## src/common/flash_seq_pkg.sv

```systemverilog
// Shared constants for the flash self-program sequencer and its CPU-side end.
package flash_seq_pkg;
  // Control register bit positions.
  localparam int PROGRAM_ENABLE_POS = 0;
  localparam int PAGE_ERASE_POS = 1;
  localparam int PAGE_WRITE_POS = 2;
  localparam int CLEAR_BUFFER_POS = 4;
  localparam logic [7:0] CTRL_RESET = 8'h00;
  localparam logic [7:0] CTRL_MASK = 8'h17;
  // Control patterns.
  localparam logic [7:0] PAT_LOAD = 8'h01;
  localparam logic [7:0] PAT_ERASE = 8'h03;
  localparam logic [7:0] PAT_WRITE = 8'h05;
  // Arming window in clock cycles.
  localparam int ARM_WINDOW = 4;
  // Flash operation time and clock rate.
  localparam int CLOCK_HZ = 10000000;
  localparam int OP_MIN_US = 3700;
  localparam int OP_MAX_US = 4500;
  localparam int OP_CYCLES = (OP_MIN_US * (CLOCK_HZ / 1000000)) + 1;
  // Host command codes.
  localparam logic [1:0] CMD_LOAD = 2'h0;
  localparam logic [1:0] CMD_ERASE = 2'h1;
  localparam logic [1:0] CMD_WRITE = 2'h2;
  localparam logic [1:0] CMD_CLEAR = 2'h3;
  // Host register offsets.
  localparam logic [3:0] REG_CMD = 4'h0;
  localparam logic [3:0] REG_POINTER = 4'h1;
  localparam logic [3:0] REG_DATA = 4'h2;
  localparam logic [3:0] REG_STATUS = 4'h3;
endpackage

```

## src/common/flash_seq_if.sv

```systemverilog
// Interface joining the CPU-side end to the flash sequencer.
`timescale 1ns/100ps
`default_nettype none
interface flash_seq_if #(parameter int PTR_W = 16);
  logic ctrl_we;
  logic [7:0] ctrl_wdata;
  logic [7:0] ctrl_rdata;
  logic spm_strobe;
  logic [PTR_W-1:0] pointer;
  logic [15:0] data_pair;
  logic cpu_halt;
  modport device (input ctrl_we, ctrl_wdata, spm_strobe, pointer, data_pair, output ctrl_rdata, cpu_halt);
  modport cpu (output ctrl_we, ctrl_wdata, spm_strobe, pointer, data_pair, input ctrl_rdata, cpu_halt);
endinterface
`default_nettype wire

```

## src/core/flash_sequencer.sv

```systemverilog
// Flash self-program sequencer: page buffer, erase and write timing, CPU halt.
//
// Chosen here: the register offsets and strobed register access.
`timescale 1ns/100ps
`default_nettype none
module flash_sequencer #(
  parameter int WORD_W = 5,
  parameter int PAGE_W = 6,
  parameter int OP_CYCLES = flash_seq_pkg::OP_CYCLES
) (
  // Clock and reset.
  input wire logic mclk,
  input wire logic rst_b,
  // CPU side.
  flash_seq_if.device bus,
  // EEPROM activity.
  input wire logic eeprom_busy,
  input wire logic eeprom_write,
  // Flash array side.
  output logic flash_erase,
  output logic flash_write,
  output logic [PAGE_W-1:0] flash_page,
  output logic [15:0] flash_wdata,
  output logic [WORD_W-1:0] flash_word,
  output logic flash_word_we
);
  localparam int DEPTH = 1 << WORD_W;
  localparam int CNT_W = $clog2(OP_CYCLES + 1);

  typedef enum logic [2:0] {
    ST_IDLE = 3'b001,
    ST_ERASE = 3'b010,
    ST_WRITE = 3'b100
  } state_t;

  state_t state;
  state_t next_state;
  logic [7:0] ctrl;
  logic [2:0] arm_age;
  logic [CNT_W-1:0] op_count;
  logic [15:0] buffer [DEPTH];
  logic [DEPTH-1:0] loaded;
  logic [PAGE_W-1:0] op_page;

  // Decode of the CPU command and the armed pattern.
  wire ctrl_accept = bus.ctrl_we && !eeprom_busy && state == ST_IDLE;
  wire armed = ctrl[flash_seq_pkg::PROGRAM_ENABLE_POS] && arm_age < 3'(flash_seq_pkg::ARM_WINDOW);
  wire [7:0] armed_pat = ctrl & flash_seq_pkg::CTRL_MASK;
  wire do_store = bus.spm_strobe && armed && state == ST_IDLE;
  wire do_load = do_store && armed_pat == flash_seq_pkg::PAT_LOAD;
  wire do_erase = do_store && armed_pat == flash_seq_pkg::PAT_ERASE;
  wire do_write = do_store && armed_pat == flash_seq_pkg::PAT_WRITE;
  wire [WORD_W-1:0] word_idx = bus.pointer[WORD_W-1:0];
  wire [PAGE_W-1:0] page_idx = bus.pointer[WORD_W +: PAGE_W];
  wire op_done = state != ST_IDLE && op_count == CNT_W'(OP_CYCLES - 1);
  wire clear_req = bus.ctrl_we && bus.ctrl_wdata[flash_seq_pkg::CLEAR_BUFFER_POS];
  wire write_done = state == ST_WRITE && op_done;
  wire buf_clear = write_done || clear_req || eeprom_write;
  wire [WORD_W-1:0] stream_idx = WORD_W'(op_count);

  // Next state of the operation sequencer.
  always_comb
  begin
    next_state = state;
    case (state)
      ST_IDLE:
      begin
        if (do_erase)
          next_state = ST_ERASE;
        else if (do_write)
          next_state = ST_WRITE;
      end
      ST_ERASE, ST_WRITE:
      begin
        if (op_done)
          next_state = ST_IDLE;
      end
      default: next_state = ST_IDLE;
    endcase
  end

  // State and operation timer.
  // timed operation
  always_ff @(posedge mclk)
  begin
    if (!rst_b)
    begin
      state <= ST_IDLE;
      op_count <= '0;
    end
    else
    begin
      state <= next_state;
      op_count <= (state == ST_IDLE || op_done) ? '0 : op_count + 1'b1;
    end
  end

  // Control register; the clear-buffer bit is a one-shot and never stored.
  // EEPROM blocks writes
  always_ff @(posedge mclk)
  begin
    if (!rst_b)
    begin
      ctrl <= flash_seq_pkg::CTRL_RESET;
      arm_age <= '0;
    end
    else if (ctrl_accept)
    begin
      ctrl <= bus.ctrl_wdata & 8'h07;
      arm_age <= '0;
    end
    else if ((ctrl[flash_seq_pkg::PROGRAM_ENABLE_POS] && !armed) || do_load || op_done)
    begin
      ctrl <= flash_seq_pkg::CTRL_RESET;
      arm_age <= '0;
    end
    // The window age freezes once a store is taken, so the bits stand until completion.
    else if (ctrl[flash_seq_pkg::PROGRAM_ENABLE_POS] && state == ST_IDLE && !do_store)
      arm_age <= arm_age + 1'b1;
  end

  // Page captured at the start of an erase or a write; data pair ignored.
  // page only
  always_ff @(posedge mclk)
  begin
    if (!rst_b)
      op_page <= '0;
    else if (do_erase || do_write)
      op_page <= page_idx;
  end

  // Valid-word marks; an unloaded word programs as erased all-ones.
  // A word loaded in the same cycle as a clear survives it: the set wins.
  wire [DEPTH-1:0] load_mark = do_load ? (DEPTH'(1) << word_idx) : '0;
  always_ff @(posedge mclk)
  begin
    if (!rst_b)
      loaded <= '0;
    else
      loaded <= (buf_clear ? '0 : loaded) | load_mark;
  end

  always_ff @(posedge mclk)
  begin
    if (do_load)
      buffer[word_idx] <= bus.data_pair;
  end

  // Flash array strobes; write streams the buffer one word per cycle.
  // erase start
  always_ff @(posedge mclk)
  begin
    if (!rst_b)
    begin
      flash_erase <= 1'b0;
      flash_write <= 1'b0;
      flash_page <= '0;
      flash_word <= '0;
      flash_wdata <= '0;
      flash_word_we <= 1'b0;
    end
    else
    begin
      flash_erase <= next_state == ST_ERASE;
      flash_write <= next_state == ST_WRITE;
      flash_page <= (do_erase || do_write) ? page_idx : op_page;
      flash_word_we <= state == ST_WRITE && op_count < CNT_W'(DEPTH);
      flash_word <= stream_idx;
      flash_wdata <= loaded[stream_idx] ? buffer[stream_idx] : 16'hFFFF;
    end
  end

  // Halt and readback, both registered.
  // halt erase
  always_ff @(posedge mclk)
  begin
    if (!rst_b)
    begin
      bus.cpu_halt <= 1'b0;
      bus.ctrl_rdata <= '0;
    end
    else
    begin
      bus.cpu_halt <= next_state != ST_IDLE;
      bus.ctrl_rdata <= ctrl;
    end
  end
endmodule
`default_nettype wire

```

## src/flat_wrapper.sv

```systemverilog
// flat-port wrapper written by rule: the top's interface ports become plain ports
module flash_sequencer_flat 
#(
  parameter int WORD_W = 5,
  parameter int PAGE_W = 6,
  parameter int OP_CYCLES = flash_seq_pkg::OP_CYCLES
)
  (mclk, rst_b, eeprom_busy, eeprom_write, flash_erase, flash_write, flash_page, flash_wdata, flash_word, flash_word_we, bus_ctrl_we, bus_ctrl_wdata, bus_spm_strobe, bus_pointer, bus_data_pair, bus_ctrl_rdata, bus_cpu_halt);
  flash_seq_if bus_i ();
  input wire logic mclk;
  input wire logic rst_b;
  input wire logic eeprom_busy;
  input wire logic eeprom_write;
  output logic flash_erase;
  output logic flash_write;
  output logic [PAGE_W-1:0] flash_page;
  output logic [15:0] flash_wdata;
  output logic [WORD_W-1:0] flash_word;
  output logic flash_word_we;
  input wire logic [$bits(bus_i.ctrl_we)-1:0] bus_ctrl_we;
  input wire logic [$bits(bus_i.ctrl_wdata)-1:0] bus_ctrl_wdata;
  input wire logic [$bits(bus_i.spm_strobe)-1:0] bus_spm_strobe;
  input wire logic [$bits(bus_i.pointer)-1:0] bus_pointer;
  input wire logic [$bits(bus_i.data_pair)-1:0] bus_data_pair;
  output wire logic [$bits(bus_i.ctrl_rdata)-1:0] bus_ctrl_rdata;
  output wire logic [$bits(bus_i.cpu_halt)-1:0] bus_cpu_halt;
  assign bus_i.ctrl_we = bus_ctrl_we;
  assign bus_i.ctrl_wdata = bus_ctrl_wdata;
  assign bus_i.spm_strobe = bus_spm_strobe;
  assign bus_i.pointer = bus_pointer;
  assign bus_i.data_pair = bus_data_pair;
  assign bus_ctrl_rdata = bus_i.ctrl_rdata;
  assign bus_cpu_halt = bus_i.cpu_halt;
  flash_sequencer #(.WORD_W(WORD_W), .PAGE_W(PAGE_W), .OP_CYCLES(OP_CYCLES)) u_core (.mclk(mclk), .rst_b(rst_b), .bus(bus_i), .eeprom_busy(eeprom_busy), .eeprom_write(eeprom_write), .flash_erase(flash_erase), .flash_write(flash_write), .flash_page(flash_page), .flash_wdata(flash_wdata), .flash_word(flash_word), .flash_word_we(flash_word_we));
endmodule
```

## config.mk

```make
export PLATFORM = sky130hd
export DESIGN_NAME = flash_sequencer_flat
export DESIGN_NICKNAME = d
export VERILOG_FILES = /design/src/common/flash_seq_pkg.sv /design/src/common/flash_seq_if.sv /design/src/core/flash_sequencer.sv /design/src/flat_wrapper.sv
export SDC_FILE = /design/constraint.sdc
export NUM_CORES = 1
export LEC_CHECK = 0
export BUFFER_PORTS_ARGS = -buffer_cell sky130_fd_sc_hd__buf_2
export CAP_MARGIN = 20
export CELL_PAD_IN_SITES_DETAIL_PLACEMENT = 1
export CELL_PAD_IN_SITES_GLOBAL_PLACEMENT = 1
export CORE_ASPECT_RATIO = 0.9
export CORE_MARGIN = 1
export CORE_UTILIZATION = 58
export DETAILED_ROUTE_END_ITERATION = 8
export PLACE_DENSITY = 0.8
export SLEW_MARGIN = 20
export SYNTH_ARGS = -nofsm -noshare
export SYNTH_HDL_FRONTEND = slang
export SYNTH_SLANG_ARGS = --single-unit
```

## constraint.sdc

```tcl
create_clock -name mclk -period 6.3 [get_ports mclk]
set_input_delay 1.26 -clock mclk [delete_from_list [all_inputs] [get_ports mclk]]
set_output_delay 1.26 -clock mclk [all_outputs]
set_load 0.005 [all_outputs]
```

# [Word level (Yosys, flattened, before mapping)]
# Memory sizes are Yosys's and may differ from the RTL's. A register that Yosys moved wholly into a read port is not among the register bits.
# Cells that the tools add are included.
# Widths: inputs -> output; s select.
[op_classes] addsub=2 mul=0 n_div=0 n_lt_le_gt_ge=3 n_eq_ne=11 shift=1 muxes=14 bitwise_logic=2 n_reduce_logical=28
[op_table] operator="$mux 32" count=2
[op_table] operator="$or 32x32->32" count=1
[op_table] operator="$shl 1x5->32 const A" count=1
[op_table] operator="$add 16x1->16 const B" count=1
[op_table] operator="$eq 16x16->1 const B" count=1
[op_table] operator="$lt 16x6->1 const B" count=1
[op_table] operator="$mux 16" count=1
[op_table] operator="$logic_and 1x1->1" count=15
[op_table] operator="$mux 3" count=5
[op_table] operator="$eq 3x2->1 const B" count=3
[op_table] operator="$eq 3x3->1 const B" count=3
[op_table] operator="$eq 3x1->1 const B" count=2
[op_table] operator="$logic_or 1x1->1" count=6
[op_table] operator="$lt 5x6->1 const B" count=1
[op_table] operator="$ne 3x1->1 const B" count=2
[op_table] operator="$pmux 3 s2" count=1
[op_table] operator="$bmux 1 s5" count=1
[op_table] operator="$mux 5" count=1
[op_table] operator="$reduce_or 2->1" count=2
[op_table] operator="$add 3x1->3 const B" count=1
[op_table] operator="$logic_not 1->1" count=3
[op_table] operator="$lt 3x3->1 const B" count=1
[op_table] operator="$mux 1" count=3
[op_table] operator="$reduce_or 3->1" count=1
[op_table] operator="2 further kinds" count=2
[totals] regBits=91 latchBits=0 ram_bits=512 mem_bits_ro=0 input_bits=46 out_inout_bits=39 word_cells=75 n_memories=1
[mem_list] name="u_core.buffer" depth=32 word_bits=16 read_ports=1 rd_ports_with_merged_regs=1 wr=1 line_no="flash_sequencer.sv:41" rtl="logic [15:0] buffer [DEPTH];"

# [Depth between registers and ports, before layout]
# Gate-level depths: netlist of run 1.
[logic_depth] depth_word=9 mapped_depth=12 ltp_nobuf=7

# [Least setup slack after synthesis of run 1]
# No wires, ideal clock.
[synth_path] path_kind="input port to flip-flop" start="input bus_spm_strobe" end="memory u_core.buffer[12][0], enable pin" setup_time_ps=409 arrival_ps=3106 required_time_ps=5891 path_slack_ps=2785 stages=5 path_buffers=0 cell_sequence="and3b_1 > nand3_1 > nor2_1 > nand3_1 > nor3_1"
[synth_between] elab_chain_len=5
[synth_lines] element="start: declaration" line_no="flat_wrapper.sv:22" rtl="input wire logic [$bits(bus_i.spm_strobe)-1:0] bus_spm_strobe;"
[synth_lines] element="$logic_and 1x1->1 (2 in series)" line_no="flash_sequencer.sv:49" rtl="wire do_store = bus.spm_strobe && armed && state == ST_IDLE;"
[synth_lines] element="$logic_and 1x1->1" line_no="flash_sequencer.sv:50" rtl="wire do_load = do_store && armed_pat == flash_seq_pkg::PAT_LOAD;"
[synth_lines] element="$mux 1" line_no="flash_sequencer.sv:145" rtl="if (do_load)"
[synth_lines] element="$mux 1 (implied by the code)" line_no="flash_sequencer.sv:146" rtl="buffer[word_idx] <= bus.data_pair;"
[synth_lines] element="end: declaration" line_no="flash_sequencer.sv:41"
# Every way passes these cells.

# [Worst setup path in the final report of run 1]
[layout_path] start="register u_core.op_count[0]" end="register u_core.flash_wdata[14]"
[layout_between] elab_chain_len=3
[layout_lines] element="start: declaration" line_no="flash_sequencer.sv:40" rtl="logic [CNT_W-1:0] op_count;"
[layout_lines] element="start signal: assignment" line_no="flash_sequencer.sv:94" rtl="op_count <= (state == ST_IDLE || op_done) ? '0 : op_count + 1'b1;"
[layout_lines] element="$bmux 1 s5" line_no="flash_sequencer.sv:169" rtl="flash_wdata <= loaded[stream_idx] ? buffer[stream_idx] : 16'hFFFF;"
[layout_lines] element="$mux 1 (implied by the code)" line_no="flash_sequencer.sv:169"
[layout_lines] element="$mux 16" line_no="flash_sequencer.sv:169"
[layout_lines] element="end signal: assignment" line_no="flash_sequencer.sv:169"
[layout_lines] element="end: declaration" line_no="flash_sequencer.sv:23" rtl="output logic [15:0] flash_wdata,"
# Every way passes these cells. The select of a mux whose other input is x is not followed.
# A chain may end at the register's enable or synchronous reset.

==> summary.txt, run 1 <==
Logic synthesis
  • Yosys reg bits: 603
  • Yosys top cell area share: 65.8%
  • Synthesized area: 23,400 sq um
  • Yosys warning count: 0
  • Post-synthesis sequential area ratio: 73.6%
  • Ys async rst share: 0%
  • Top cells by count, synth: edfxtp_1 (512), mux4_2 (133), dfxtp_1 (91), nand2_1 (74), nor2_1 (56)
  • Count leader, synth: edfxtp_1
  • Post-synth top area cell: edfxtp_1
  • Syn Area/Cell: 18.7 sq um
  • Number of flops mapped to enable cells by yosys: 512
  • Unique masters post-synth: 50
  • Top_reg_cell synth: edfxtp_1
  • Top cells by area, synth: edfxtp_1 (66%), mux4_2 (13%), dfxtp_1 (7.8%)
  • Syn Inst Count: 1,248

Status
  • Status: complete, no violations

Die
  • Die height: 192 microns
  • Total die area: 41,100 sq um
  • Initial Utilization: 59.0%
  • Num rows: between 60 and 70
  • Core Box Area: just under 40,000 sq um
  • Ports: 85
  • Die X: 214 microns

Placed design
  • Placed Cells incl. Taps: 1,825
  • Dpl cell area: 24,400 sq um
  • Port Buf Inserts: 70
  • Placer Congestion: around 0.79
  • DP Wirelength: between 30,000 and 40,000 microns

STA
  • Fmax: 0.296 GHz
  • Hold Fails Final Rpt: 0
  • RSZ-0062 raised after global routing: false
  • Max-slew headroom: 33.6%
  • Setup Skew: 14.1 ps
  • Worst-Margin Slew: 993 ps
  • Hold Worst Slack: 509 ps
  • Final Max Tran Viols: 0
  • Final worst path period need: 3380 ps
  • Final setup fails: 0
  • Fin crit share: 53.6%
  • Final setup TNS: 0 ps

Clock network
  • CTS clk-pin slew, worst paths: 60 ps
  • CTS H-tree depth: 2
  • Clock root buffer: clkbuf_16
  • CTS tree: yes
  • Post-CTS sizing: 0
  • Post-CTS Setup Bufs: 0
  • # hold bufs at CTS: 0
  • Clk Latency, worst-skew pair: between 600 and 700 ps
  • CTS buffer count: between 50 and 60
  • CTS max path bufs: 3
  • Clock Sinks: approximately 600

Finish
  • Nets: 1,402
  • Layout cells sized above 1: about a quarter
  • Area grow syn2layout: 13.1%
  • Final-layout fill cell count: 3,283
  • Multi-input gate area: 5810 sq um
  • Number of non-filler instances in the completed layout: slightly below 2,000
  • Final instance area: 26,400 sq um
  • Register area: 17,200 sq um

GRT
  • Largest net degree at the start of global routing: 75
  • Initial antenna violation count: 5
  • Total grt overflow: 0
  • Global Route Usage Sum: 29.4%
  • Vias in the first global route: about 13,000
  • First-pass GRT wire length: 85,100 microns

Setup path
  • CP Max Fanout: 40
  • Crit path kind: reg -> reg
  • CP top delay family: multiplexers
  • Crit path DAT: between 3000 and 4000 ps
  • CP peak stage delay: 880 ps
  • Startpoint Class: register
  • FF-to-FF Start: u_core.op_count[0]$_SDFF_PP0_
  • CP cell instances: buf_4 > mux4_2 > mux2i_1 > o21ai_0 > a21oi_1 > o21ai_0
  • Crit path buffers/inverters: 1
  • Most used cell, CP: o21ai_0
  • Reg2Reg Depth: 6
  • Critical path required time: 6750 ps
  • R2R Setup Slk: just under 3000 ps
  • R2r endpoint: u_core.flash_wdata[14]$_SDFF_PN0_
  • Crit end category: register
  • Slowest cell on the critical path: dfxtp_4

Drt
  • Vias: ~12,000
  • Drt via density: 6.38
  • Drt pass-1 iters: 5
  • Antenna Nets Post-Route: 0
  • Mean routed wirelength per cell: 30.0 microns
  • DRT iter0 DRCs: roughly 1,300
  • # DRC: 0
  • Total Wirelength: 58,000 microns

Worst hold path
  • Hold_sp: u_core.loaded[15]$_SDFF_PN0_
  • Hold Crit Class: reg -> reg
  • WHS Path Cells: 2
  • Hold EP: u_core.loaded[15]$_SDFF_PN0_

Power
  • Max IR drop VDD: 0.264 mV
  • P_leak: 0.00840 uW
  • Cell area power density: a little over 300 nW/um^2
  • Power after layout: 8220 uW

Flow run
  • Max Cap Viol: 0
[flip-flops by register name, indices dropped and copies added, names as in the netlist, 3 cells and up]
register and cells:
u_core.ctrl 3, u_core.bus.ctrl_rdata 3, u_core.state 3, u_core.flash_word 5, u_core.buffer 512, u_core.op_count 16, u_core.op_page 6, u_core.loaded 32
u_core.flash_wdata 16, u_core.arm_age 3
[kinds of logic after synthesis]
family,after synthesis,share of synthesized area (%)
other,1,0.0160
AOI/OAI and AO/OA,128,3.68
adders and majority gates,3,0.161
xor gates and xnor gates,13,0.487
DFF,603,73.6
muxes,175,14.8
buffers and inverters,77,1.84
and+or+nand+nor,248,5.39
[power breakdown]
group	internal [uW]	switching (uW)	leakage, uW
sequential	4330	6.99	0.00534
combinational	33.5	115	0.00205
clock	2230	1500	0.00100
total	6600	1620	0.00840
[per-stage QoR]
stage	utilization [%]	setup WS, ps
floorplan	-	2780
global placement	61.5	2550
detailed placement	61.5	2420
CTS	66.7	2870
global route	66.7	2600
finish	66.7	2920
[area by class of cell]
cell class              count  share of cell area [%]
well taps                 532                    2.52
clock buffers              74                    6.04
diodes                      2                  0.0189
inverters                   6                  0.0852
flip-flops and latches    603                    65.1
clock inverters            34                    1.69
repair buffers            112                    2.52
multi-input cells         572                    22.0
[metal layers]
layer	track usage [%]	vias up	wire, microns
met3	4.95	77	4320
met1	40.7	6539	23300
met5	0	-	0
li1	-	5200	-
met2	48.7	533	29100
met4	8.43	0	1270
[worst reg2reg max path, stage by stage (launching register included)]
cell,delay (ps)
dfxtp_4,880
buf_4,750
mux4_2,600
mux2i_1,440
o21ai_0,270
a21oi_1,180
o21ai_0,100
[layout by cell type (no fill, tap or decap), types with 4 or more instances in the layout]
cell / n
nand2b_1: 8
buf_2: 70
nor2b_1: 40
o221ai_1: 16
dfxtp_1: 88
edfxtp_1: 512
mux2i_1: 39
nor3_2: 6
xor2_1: 6
clkbuf_16: 61
a22oi_1: 24
o21ai_0: 33
clkbuf_1: 11
nor2_1: 56
and3_1: 6
nand4_1: 7
a21o_1: 14
nand3_1: 10
buf_4: 42
clkinv_2: 14
bufinv_16: 11
nor3_1: 4
conb_1: 5
xnor2_1: 7
and4_1: 5
a32oi_1: 4
o21a_1: 7
a21oi_1: 20
and2_1: 14
mux4_2: 133
clkinv_1: 6
inv_1: 6
nand2_1: 74
[worst max-delay path by stage]
stage | startpoint | end | slack, ps | cells past startpoint
finish | u_core.op_count[0]$_SDFF_PP0_ | u_core.flash_wdata[14]$_SDFF_PN0_ | 2920 | 6
floorplan | bus_spm_strobe | u_core.buffer[12][0]$_DFFE_PP_ | 2780 | 5
global route | u_core.op_count[0]$_SDFF_PP0_ | u_core.flash_wdata[14]$_SDFF_PN0_ | 2600 | 6
global placement | bus_spm_strobe | u_core.buffer[14][10]$_DFFE_PP_ | 2550 | 7
CTS | u_core.op_count[0]$_SDFF_PP0_ | u_core.flash_wdata[14]$_SDFF_PN0_ | 2870 | 6
detailed placement | bus_spm_strobe | u_core.buffer[14][10]$_DFFE_PP_ | 2420 | 7
No activity file was read; power rests on OpenSTA's default activity.
==> run 2, diff against run 1 <==
Settings changed: CORE_UTILIZATION 58 to 48, PLACE_DENSITY 0.8 to 0.71.
Clock period 6.3 ns to 2.9 ns, I/O delays scaled along.
==> summary.txt, run 2 (same netlist as run 1, synthesis figures left out) <==
Status
  • Status: complete, no violations (unchanged)

STA
  • Fin crit share: 91.5% (was 53.6%)
  • Final setup fails: 0 (unchanged)
  • Post-route setup slack: 246 ps (was 2920 ps)
  • Hold Fails Final Rpt: 0 (unchanged)
  • Final setup TNS: 0 ps (unchanged)
  • RSZ-0062 raised after global routing: false (unchanged)
  • Hold Worst Slack: 180 ps (was 509 ps)
  • Setup Skew: 24.7 ps (was 14.1 ps)
  • Max-slew headroom: 45.5% (was 33.6%)
  • Final worst path period need: 2650 ps (was 3380 ps)
  • Final Max Tran Viols: 0 (unchanged)
  • Worst-Margin Slew: 817 ps (was 993 ps)
  • Fmax: 0.377 GHz (was 0.296 GHz)

Setup path
  • Crit end category: register (unchanged)
  • Crit path kind: reg -> reg (unchanged)
  • CP Max Fanout: 16 (was 40)
  • Startpoint Class: register (unchanged)
  • Reg2Reg Depth: 7 (was 6)
  • Crit path DAT: 3040 ps (was 3830 ps)
  • Critical path required time: 3280 ps (was 6750 ps)

Finish
  • Commonest non-fill, non-tap cell in the layout: edfxtp_1 (unchanged)
  • Diode count: 0 (was 2)
  • Largest regs: u_core.buffer (512), u_core.loaded (32) (unchanged)
  • Final-layout fill cell count: 4,288 (was 3,283)
  • Most frequent cells in the layout: edfxtp_1 (512), mux4_2 (133), dfxtp_1 (88), nand2_1 (74), buf_2 (70) (unchanged)
  • Nets: 1,432 (was 1,402)
  • Area grow syn2layout: 14.8% (was 13.1%)
  • Number of non-filler instances in the completed layout: 2,056 (was 1,935)
  • Largest register FFs: 512 (unchanged)
  • Largest register by flop count: u_core.buffer (unchanged)
  • Layout cells sized above 1: 26.3% (was 25.3%)

Die
  • Initial Utilization: 48.8% (was 59.0%)
  • Die X: 235 microns (was 214 microns)
  • Ports: 85 (unchanged)
  • Total die area: 49,600 sq um (was 41,100 sq um)
  • Die height: 211 microns (was 192 microns)
  • Num rows: 76 (was 69)
  • Core Box Area: 47,900 sq um (was 39,600 sq um)

Worst hold path
  • WHS Path Cells: 2 (unchanged)
  • Hold Crit Class: in -> reg (was reg -> reg)

Power
  • Cell area power density: 643 nW/um^2 (was 311 nW/um^2)
  • Combinational fraction of design power: 2.0% (was 1.8%)
  • Sw Share: 19.9% (was 19.7%)
  • Max IR drop VDD: 0.473 mV (was 0.264 mV)
  • Part of the power in registers: 54.6% (was 52.8%)
  • NetSw: 3430 uW (was 1620 uW)
  • Clock share of power: 43.4% (was 45.4%)
  • P_leak: 0.00851 uW (was 0.00840 uW)
  • Int Pwr: 13,800 uW (was 6600 uW)

Drt
  • Drt pass-1 iters: 5 (unchanged)
  • DRT iter0 DRCs: 1,143 (was 1,288)
  • Antenna Nets Post-Route: 0 (unchanged)
  • # DRC: 0 (unchanged)
  • Vias: 12,282 (was 12,349)
  • Drt via density: 5.97 (was 6.38)
  • Mean routed wirelength per cell: 27.8 microns (was 30.0 microns)
  • Total Wirelength: 57,300 microns (was 58,000 microns)

Clock network
  • Post-CTS Setup Bufs: 0 (unchanged)
  • Post-CTS sizing: 0 (unchanged)
  • # hold bufs at CTS: 0 (unchanged)
  • Clock root buffer: clkbuf_16 (unchanged)
  • CTS max path bufs: 3 (unchanged)
  • CTS tree: yes (unchanged)
  • CTS buffer count: 60 (was 58)
  • CTS H-tree depth: 2 (unchanged)
  • Clk Latency, worst-skew pair: 620 ps (about the same)
  • CTS clk-pin slew, worst paths: 60 ps (about the same)
  • Clock Sinks: 603 (unchanged)

Placed design
  • Placer Congestion: 0.813 (was 0.788)
  • Port Buf Inserts: 70 (unchanged)
  • Placed Cells incl. Taps: 1,945 (was 1,825)
  • DP Wirelength: 34,700 microns (was 33,800 microns)
  • Pre-CTS WS: 283 ps (was 2420 ps)

GRT
  • Total grt overflow: 0 (unchanged)
  • Vias in the first global route: 12,788 (was 13,037)
  • Initial antenna violation count: 4 (was 5)
  • Global Route Usage Sum: 23.6% (was 29.4%)
  • Largest net degree at the start of global routing: 57 (was 75)
  • First-pass GRT wire length: 84,000 microns (was 85,100 microns)

Flow run
  • Max Cap Viol: 0 (unchanged)
[run 2: per-stage QoR]
step           total power, uW  utilization (%)  area [sq um]
3_5_place_dp              9950             52.0         24900
2_1_floorplan             9720                -         23400
3_3_place_gp              9930             52.0         24900
4_1_cts                  17400             56.0         26800
6_report                 17300             56.0         26800
5_1_grt                  17700             56.0         26800
[run 2: worst paths after layout]
path,endpoint,from,slack [ps]
hold / removal,u_core.ctrl[1]$_SDFFE_PN0P_,bus_ctrl_wdata[1],180
hold reg to reg,u_core.op_page[2]$_SDFFE_PN0P_,u_core.op_page[2]$_SDFFE_PN0P_,520
setup / recovery,u_core.flash_wdata[6]$_SDFF_PN0_,u_core.op_count[0]$_SDFF_PP0_,250
setup reg to reg,u_core.flash_wdata[6]$_SDFF_PN0_,u_core.op_count[0]$_SDFF_PP0_,250
[run 2: critical path: stages, from the launching register on]
cell and delay (ps):
dfxtp_4 390, buf_12 180, buf_4 180, mux4_2 330, nand2_1 70, nand4_1 130
o311a_1 710, o21ai_0 410
[run 2: power groups by stage]
stage                     clock network (uW)  registers [uW]  logic [uW]
after floorplan                            0            9610         109
after global placement                     0            9610         322
after detailed placement                   0            9610         342
after CTS                               7640            9420         342
after global routing                    7920            9420         365
final                                   7490            9420         339
[run 2: area by class of cell]
cell class / count / area (sq um) / share of cell area, %
clock buffer: 96 / 1770 / 6.59
inverter: 6 / 22.5 / 0.0839
tap: 624 / 781 / 2.91
timing repair buffer: 140 / 1110 / 4.15
clock inverter: 15 / 128 / 0.476
sequential: 603 / 17200 / 64.1
multi-input combinational: 572 / 5810 / 21.7
[run 2: layer usage]
| layer | vias up | part of all wire, % | track usage (%) |
|---|---|---|---|
| li1 | 5269 | - | - |
| met1 | 6560 | 44 | 34.4 |
| met2 | 377 | 48 | 37.1 |
| met3 | 76 | 5.8 | 3.64 |
| met4 | 0 | 2.1 | 6.59 |
| met5 | - | 0 | 0 |
==> run 3, diff against run 2 <==
Settings changed: ABC_AREA set to 1, CORE_MARGIN 1 to 10, CORE_UTILIZATION 48 to 44.
==> summary.txt, run 3 <==
Drt
  • Mean routed wirelength per cell: 20.8 microns (was 27.8 microns)
  • Drt pass-1 iters: 5 (unchanged)
  • DRT iter0 DRCs: 1,313 (was 1,143)
  • # DRC: 0 (unchanged)
  • Total Wirelength: 70,600 microns (was 57,300 microns)
  • Drt via density: 5.26 (was 5.97)
  • Vias: 17,838 (was 12,282)
  • Antenna Nets Post-Route: 0 (unchanged)

STA
  • Max-slew headroom: 27.9% (was 45.5%)
  • Hold Fails Final Rpt: 0 (unchanged)
  • RSZ-0062 raised after global routing: false (unchanged)
  • Final setup fails: 0 (unchanged)
  • Setup Skew: 22.8 ps (was 24.7 ps)
  • Post-route setup slack: 314 ps (was 246 ps)
  • Final Max Tran Viols: 0 (unchanged)
  • Fmax: 0.387 GHz (was 0.377 GHz)
  • Fin crit share: 89.2% (was 91.5%)
  • Final setup TNS: 0 ps (unchanged)
  • Worst-Margin Slew: 1080 ps (was 817 ps)
  • Final worst path period need: 2590 ps (was 2650 ps)

Setup path
  • Crit end category: register (unchanged)
  • Slowest cell on the critical path: dfxtp_4 (was o311a_1)
  • Startpoint Class: register (unchanged)
  • Critical path required time: 3480 ps (was 3280 ps)
  • Crit path kind: reg -> reg (unchanged)
  • Crit path buffers/inverters: 1 (was 2)
  • CP Max Fanout: 60 (was 16)
  • Crit path DAT: 3160 ps (was 3040 ps)
  • CP peak stage delay: 680 ps (was 710 ps)
  • CP top delay family: simple AND/OR/NAND/NOR gates (was compound AO/OA/AOI/OAI gates)
  • CP cell instances: inv_8 > ha_1 > nand2_1 > nor2_1 > nand2_1 > nand3_1 > a21oi_1 > o21a_1 (was buf_12 > buf_4 > mux4_2 > nand2_1 > nand4_1 > o311a_1 > o21ai_0)
  • Most used cell, CP: nand2_1

Clock network
  • Clock root buffer: clkbuf_16 (unchanged)
  • CTS H-tree depth: 2 (unchanged)
  • Clk Latency, worst-skew pair: 640 ps (was 620 ps)
  • CTS max path bufs: 3 (unchanged)
  • Post-CTS Setup Bufs: 0 (unchanged)
  • CTS tree: yes (unchanged)
  • CTS buffer count: 61 (was 60)
  • # hold bufs at CTS: 0 (unchanged)
  • Clock Sinks: 603 (unchanged)
  • CTS clk-pin slew, worst paths: 60 ps (about the same)
  • Post-CTS sizing: 0 (unchanged)

Logic synthesis
  • Unique masters post-synth: 39 (was 50)
  • Yosys top cell area share: 60.4% (was 65.8%)
  • Post-synth top area cell: edfxtp_1 (unchanged)
  • Synthesized area: 25,500 sq um (was 23,400 sq um)
  • Count leader, synth: nand2_1 (was edfxtp_1)
  • Top cells by area, synth: edfxtp_1 (60%), nand2_1 (10%), dfxtp_1 (7.2%) (was edfxtp_1 (66%), mux4_2 (13%), dfxtp_1 (7.8%))
  • Ys async rst share: 0% (unchanged)
  • Yosys reg bits: 603 (unchanged)
  • Syn Inst Count: 2,518 (was 1,248)
  • Top cells by count, synth: nand2_1 (705), edfxtp_1 (512), inv_1 (365), nand3_1 (233), nor2_1 (178) (was edfxtp_1 (512), mux4_2 (133), dfxtp_1 (91), nand2_1 (74), nor2_1 (56))
  • Number of flops mapped to enable cells by yosys: 512 (unchanged)
  • Post-synthesis sequential area ratio: 67.5% (was 73.6%)
  • Top_reg_cell synth: edfxtp_1 (unchanged)
  • Yosys warning count: 0 (unchanged)
  • Syn Area/Cell: 10.1 sq um (was 18.7 sq um)

Placed design
  • DP Wirelength: 42,200 microns (was 34,700 microns)
  • Placed Cells incl. Taps: 3,279 (was 1,945)
  • Port Buf Inserts: 70 (unchanged)
  • Pre-CTS WS: 308 ps (was 283 ps)
  • Placer Congestion: 0.781 (was 0.813)

GRT
  • Met1 Resource Use GR: 27.0% (was 34.4%)
  • First-pass GRT wire length: 110,000 microns (was 84,000 microns)
  • Total grt overflow: 0 (unchanged)
  • Global Route Usage Sum: 20.7% (was 23.6%)
  • Largest net degree at the start of global routing: 124 (was 57)
  • Initial antenna violation count: 0 (was 4)
  • Grt peak-use layer: met2 (unchanged)
  • Vias in the first global route: 19,070 (was 12,788)
  • GRT met2 Usage: 36.1% (was 37.1%)
  • Grt met3 use: 2.85% (was 3.64%)

Finish
  • Largest register by flop count: u_core.buffer (unchanged)
  • Commonest non-fill, non-tap cell in the layout: nand2_1 (was edfxtp_1)
  • Most frequent cells in the layout: nand2_1 (705), edfxtp_1 (512), inv_1 (365), nand3_1 (233), nor2_1 (178) (was edfxtp_1 (512), mux4_2 (133), dfxtp_1 (88), nand2_1 (74), buf_2 (70))
  • Largest register FFs: 512 (unchanged)
  • Diode count: 0 (unchanged)
  • Layout cells sized above 1: 9.09% (was 26.3%)
  • Nets: 2,626 (was 1,432)
  • Area grow syn2layout: 12.5% (was 14.8%)
  • Largest regs: u_core.buffer (512), u_core.loaded (32) (unchanged)
  • Number of non-filler instances in the completed layout: 3,393 (was 2,056)

Die
  • Core Box Area: 57,100 sq um (was 47,900 sq um)
  • Num rows: 83 (was 76)
  • Total die area: 67,900 sq um (was 49,600 sq um)
  • Ports: 85 (unchanged)
  • Initial Utilization: 44.6% (was 48.8%)
  • Die X: 274 microns (was 235 microns)
  • Die height: 248 microns (was 211 microns)

Power
  • P_leak: 0.0117 uW (was 0.00851 uW)
  • Max IR drop VDD: 0.461 mV (was 0.473 mV)
  • Cell area power density: 614 nW/um^2 (was 643 nW/um^2)

Status
  • Status: complete, no violations (unchanged)

Worst hold path
  • Hold Crit Class: in -> reg (unchanged)

Flow run
  • Max Cap Viol: 0 (unchanged)
## run 3: changes by cell type in the layout (fill, tap and decap cells not counted), moves of 22 or more
cell / before / now
mux4_2: 133 / 0
nor2_1: 51 / 178
a21oi_1: 20 / 49
nor2b_1: 40 / 0
o22ai_1: 1 / 26
mux2i_1: 39 / 0
nand3_1: 10 / 233
o211ai_1: 0 / 27
nand2_1: 74 / 705
o21ai_0: 33 / 121
a22oi_1: 24 / 2
nor3_1: 4 / 26
inv_1: 6 / 365
## run 3: routing by layer
metal	up-vias	wire length (microns)
met4	0	1450
met2	380	35400
met3	106	2900
met5	-	0
met1	9010	30800
li1	8342	-
## run 3: worst min-delay path: stages
cell and delay, ps:
buf_2 80, nand3_1 60, o21ai_0 70
## run 3: final timing paths
kind                                   from                             end  slack [ps]  depth (start not counted)
max           u_core.op_count[0]$_SDFF_PP0_   u_core.op_count[9]$_SDFF_PP0_         310                          8
min                       bus_ctrl_wdata[0]     u_core.ctrl[0]$_SDFFE_PN0P_         190                          3
max reg2reg   u_core.op_count[0]$_SDFF_PP0_   u_core.op_count[9]$_SDFF_PP0_         310                          8
min reg2reg  u_core.op_page[1]$_SDFFE_PN0P_  u_core.op_page[1]$_SDFFE_PN0P_         450                          2
## run 3: cell families after synthesis
family	synth area share (%)
AND/OR/NAND/NOR	18.8
AO/OA/AOI/OAI	5.16
buffers and inverters	8.12
flip-flops	67.5
other	0.0147
adder cells (fa/ha/maj)	0.147
XOR/XNOR	0.172
## run 3: cell type report
type	count	area, sq um
clock inverter	30	293
clock buffer	84	1720
sequential	603	17200
multi-input combinational	1414	6210
fill	6356	28500
timing repair buffer	127	853
tap	765	957
inverter	370	1400
## run 3: where the power goes
| group | switching (uW) | total (uW) | leakage [uW] | internal [uW] |
|---|---|---|---|---|
| clock network | 3350 | 7930 | 0.000995 | 4580 |
| logic | 209 | 253 | 0.00540 | 44.9 |
| registers | 7.63 | 9410 | 0.00534 | 9400 |
## run 3: per-stage QoR
| stage | util, % | total power (uW) | hold slack, ps | instance area, sq um |
|---|---|---|---|---|
| floorplan | - | 9670 | 436 | 25500 |
| global placement | 46.6 | 9840 | 429 | 26600 |
| detailed placement | 46.6 | 9850 | 438 | 26600 |
| CTS | 50.1 | 17800 | 158 | 28600 |
| global route | 50.1 | 18100 | 178 | 28600 |
| finish | 50.1 | 17600 | 186 | 28600 |
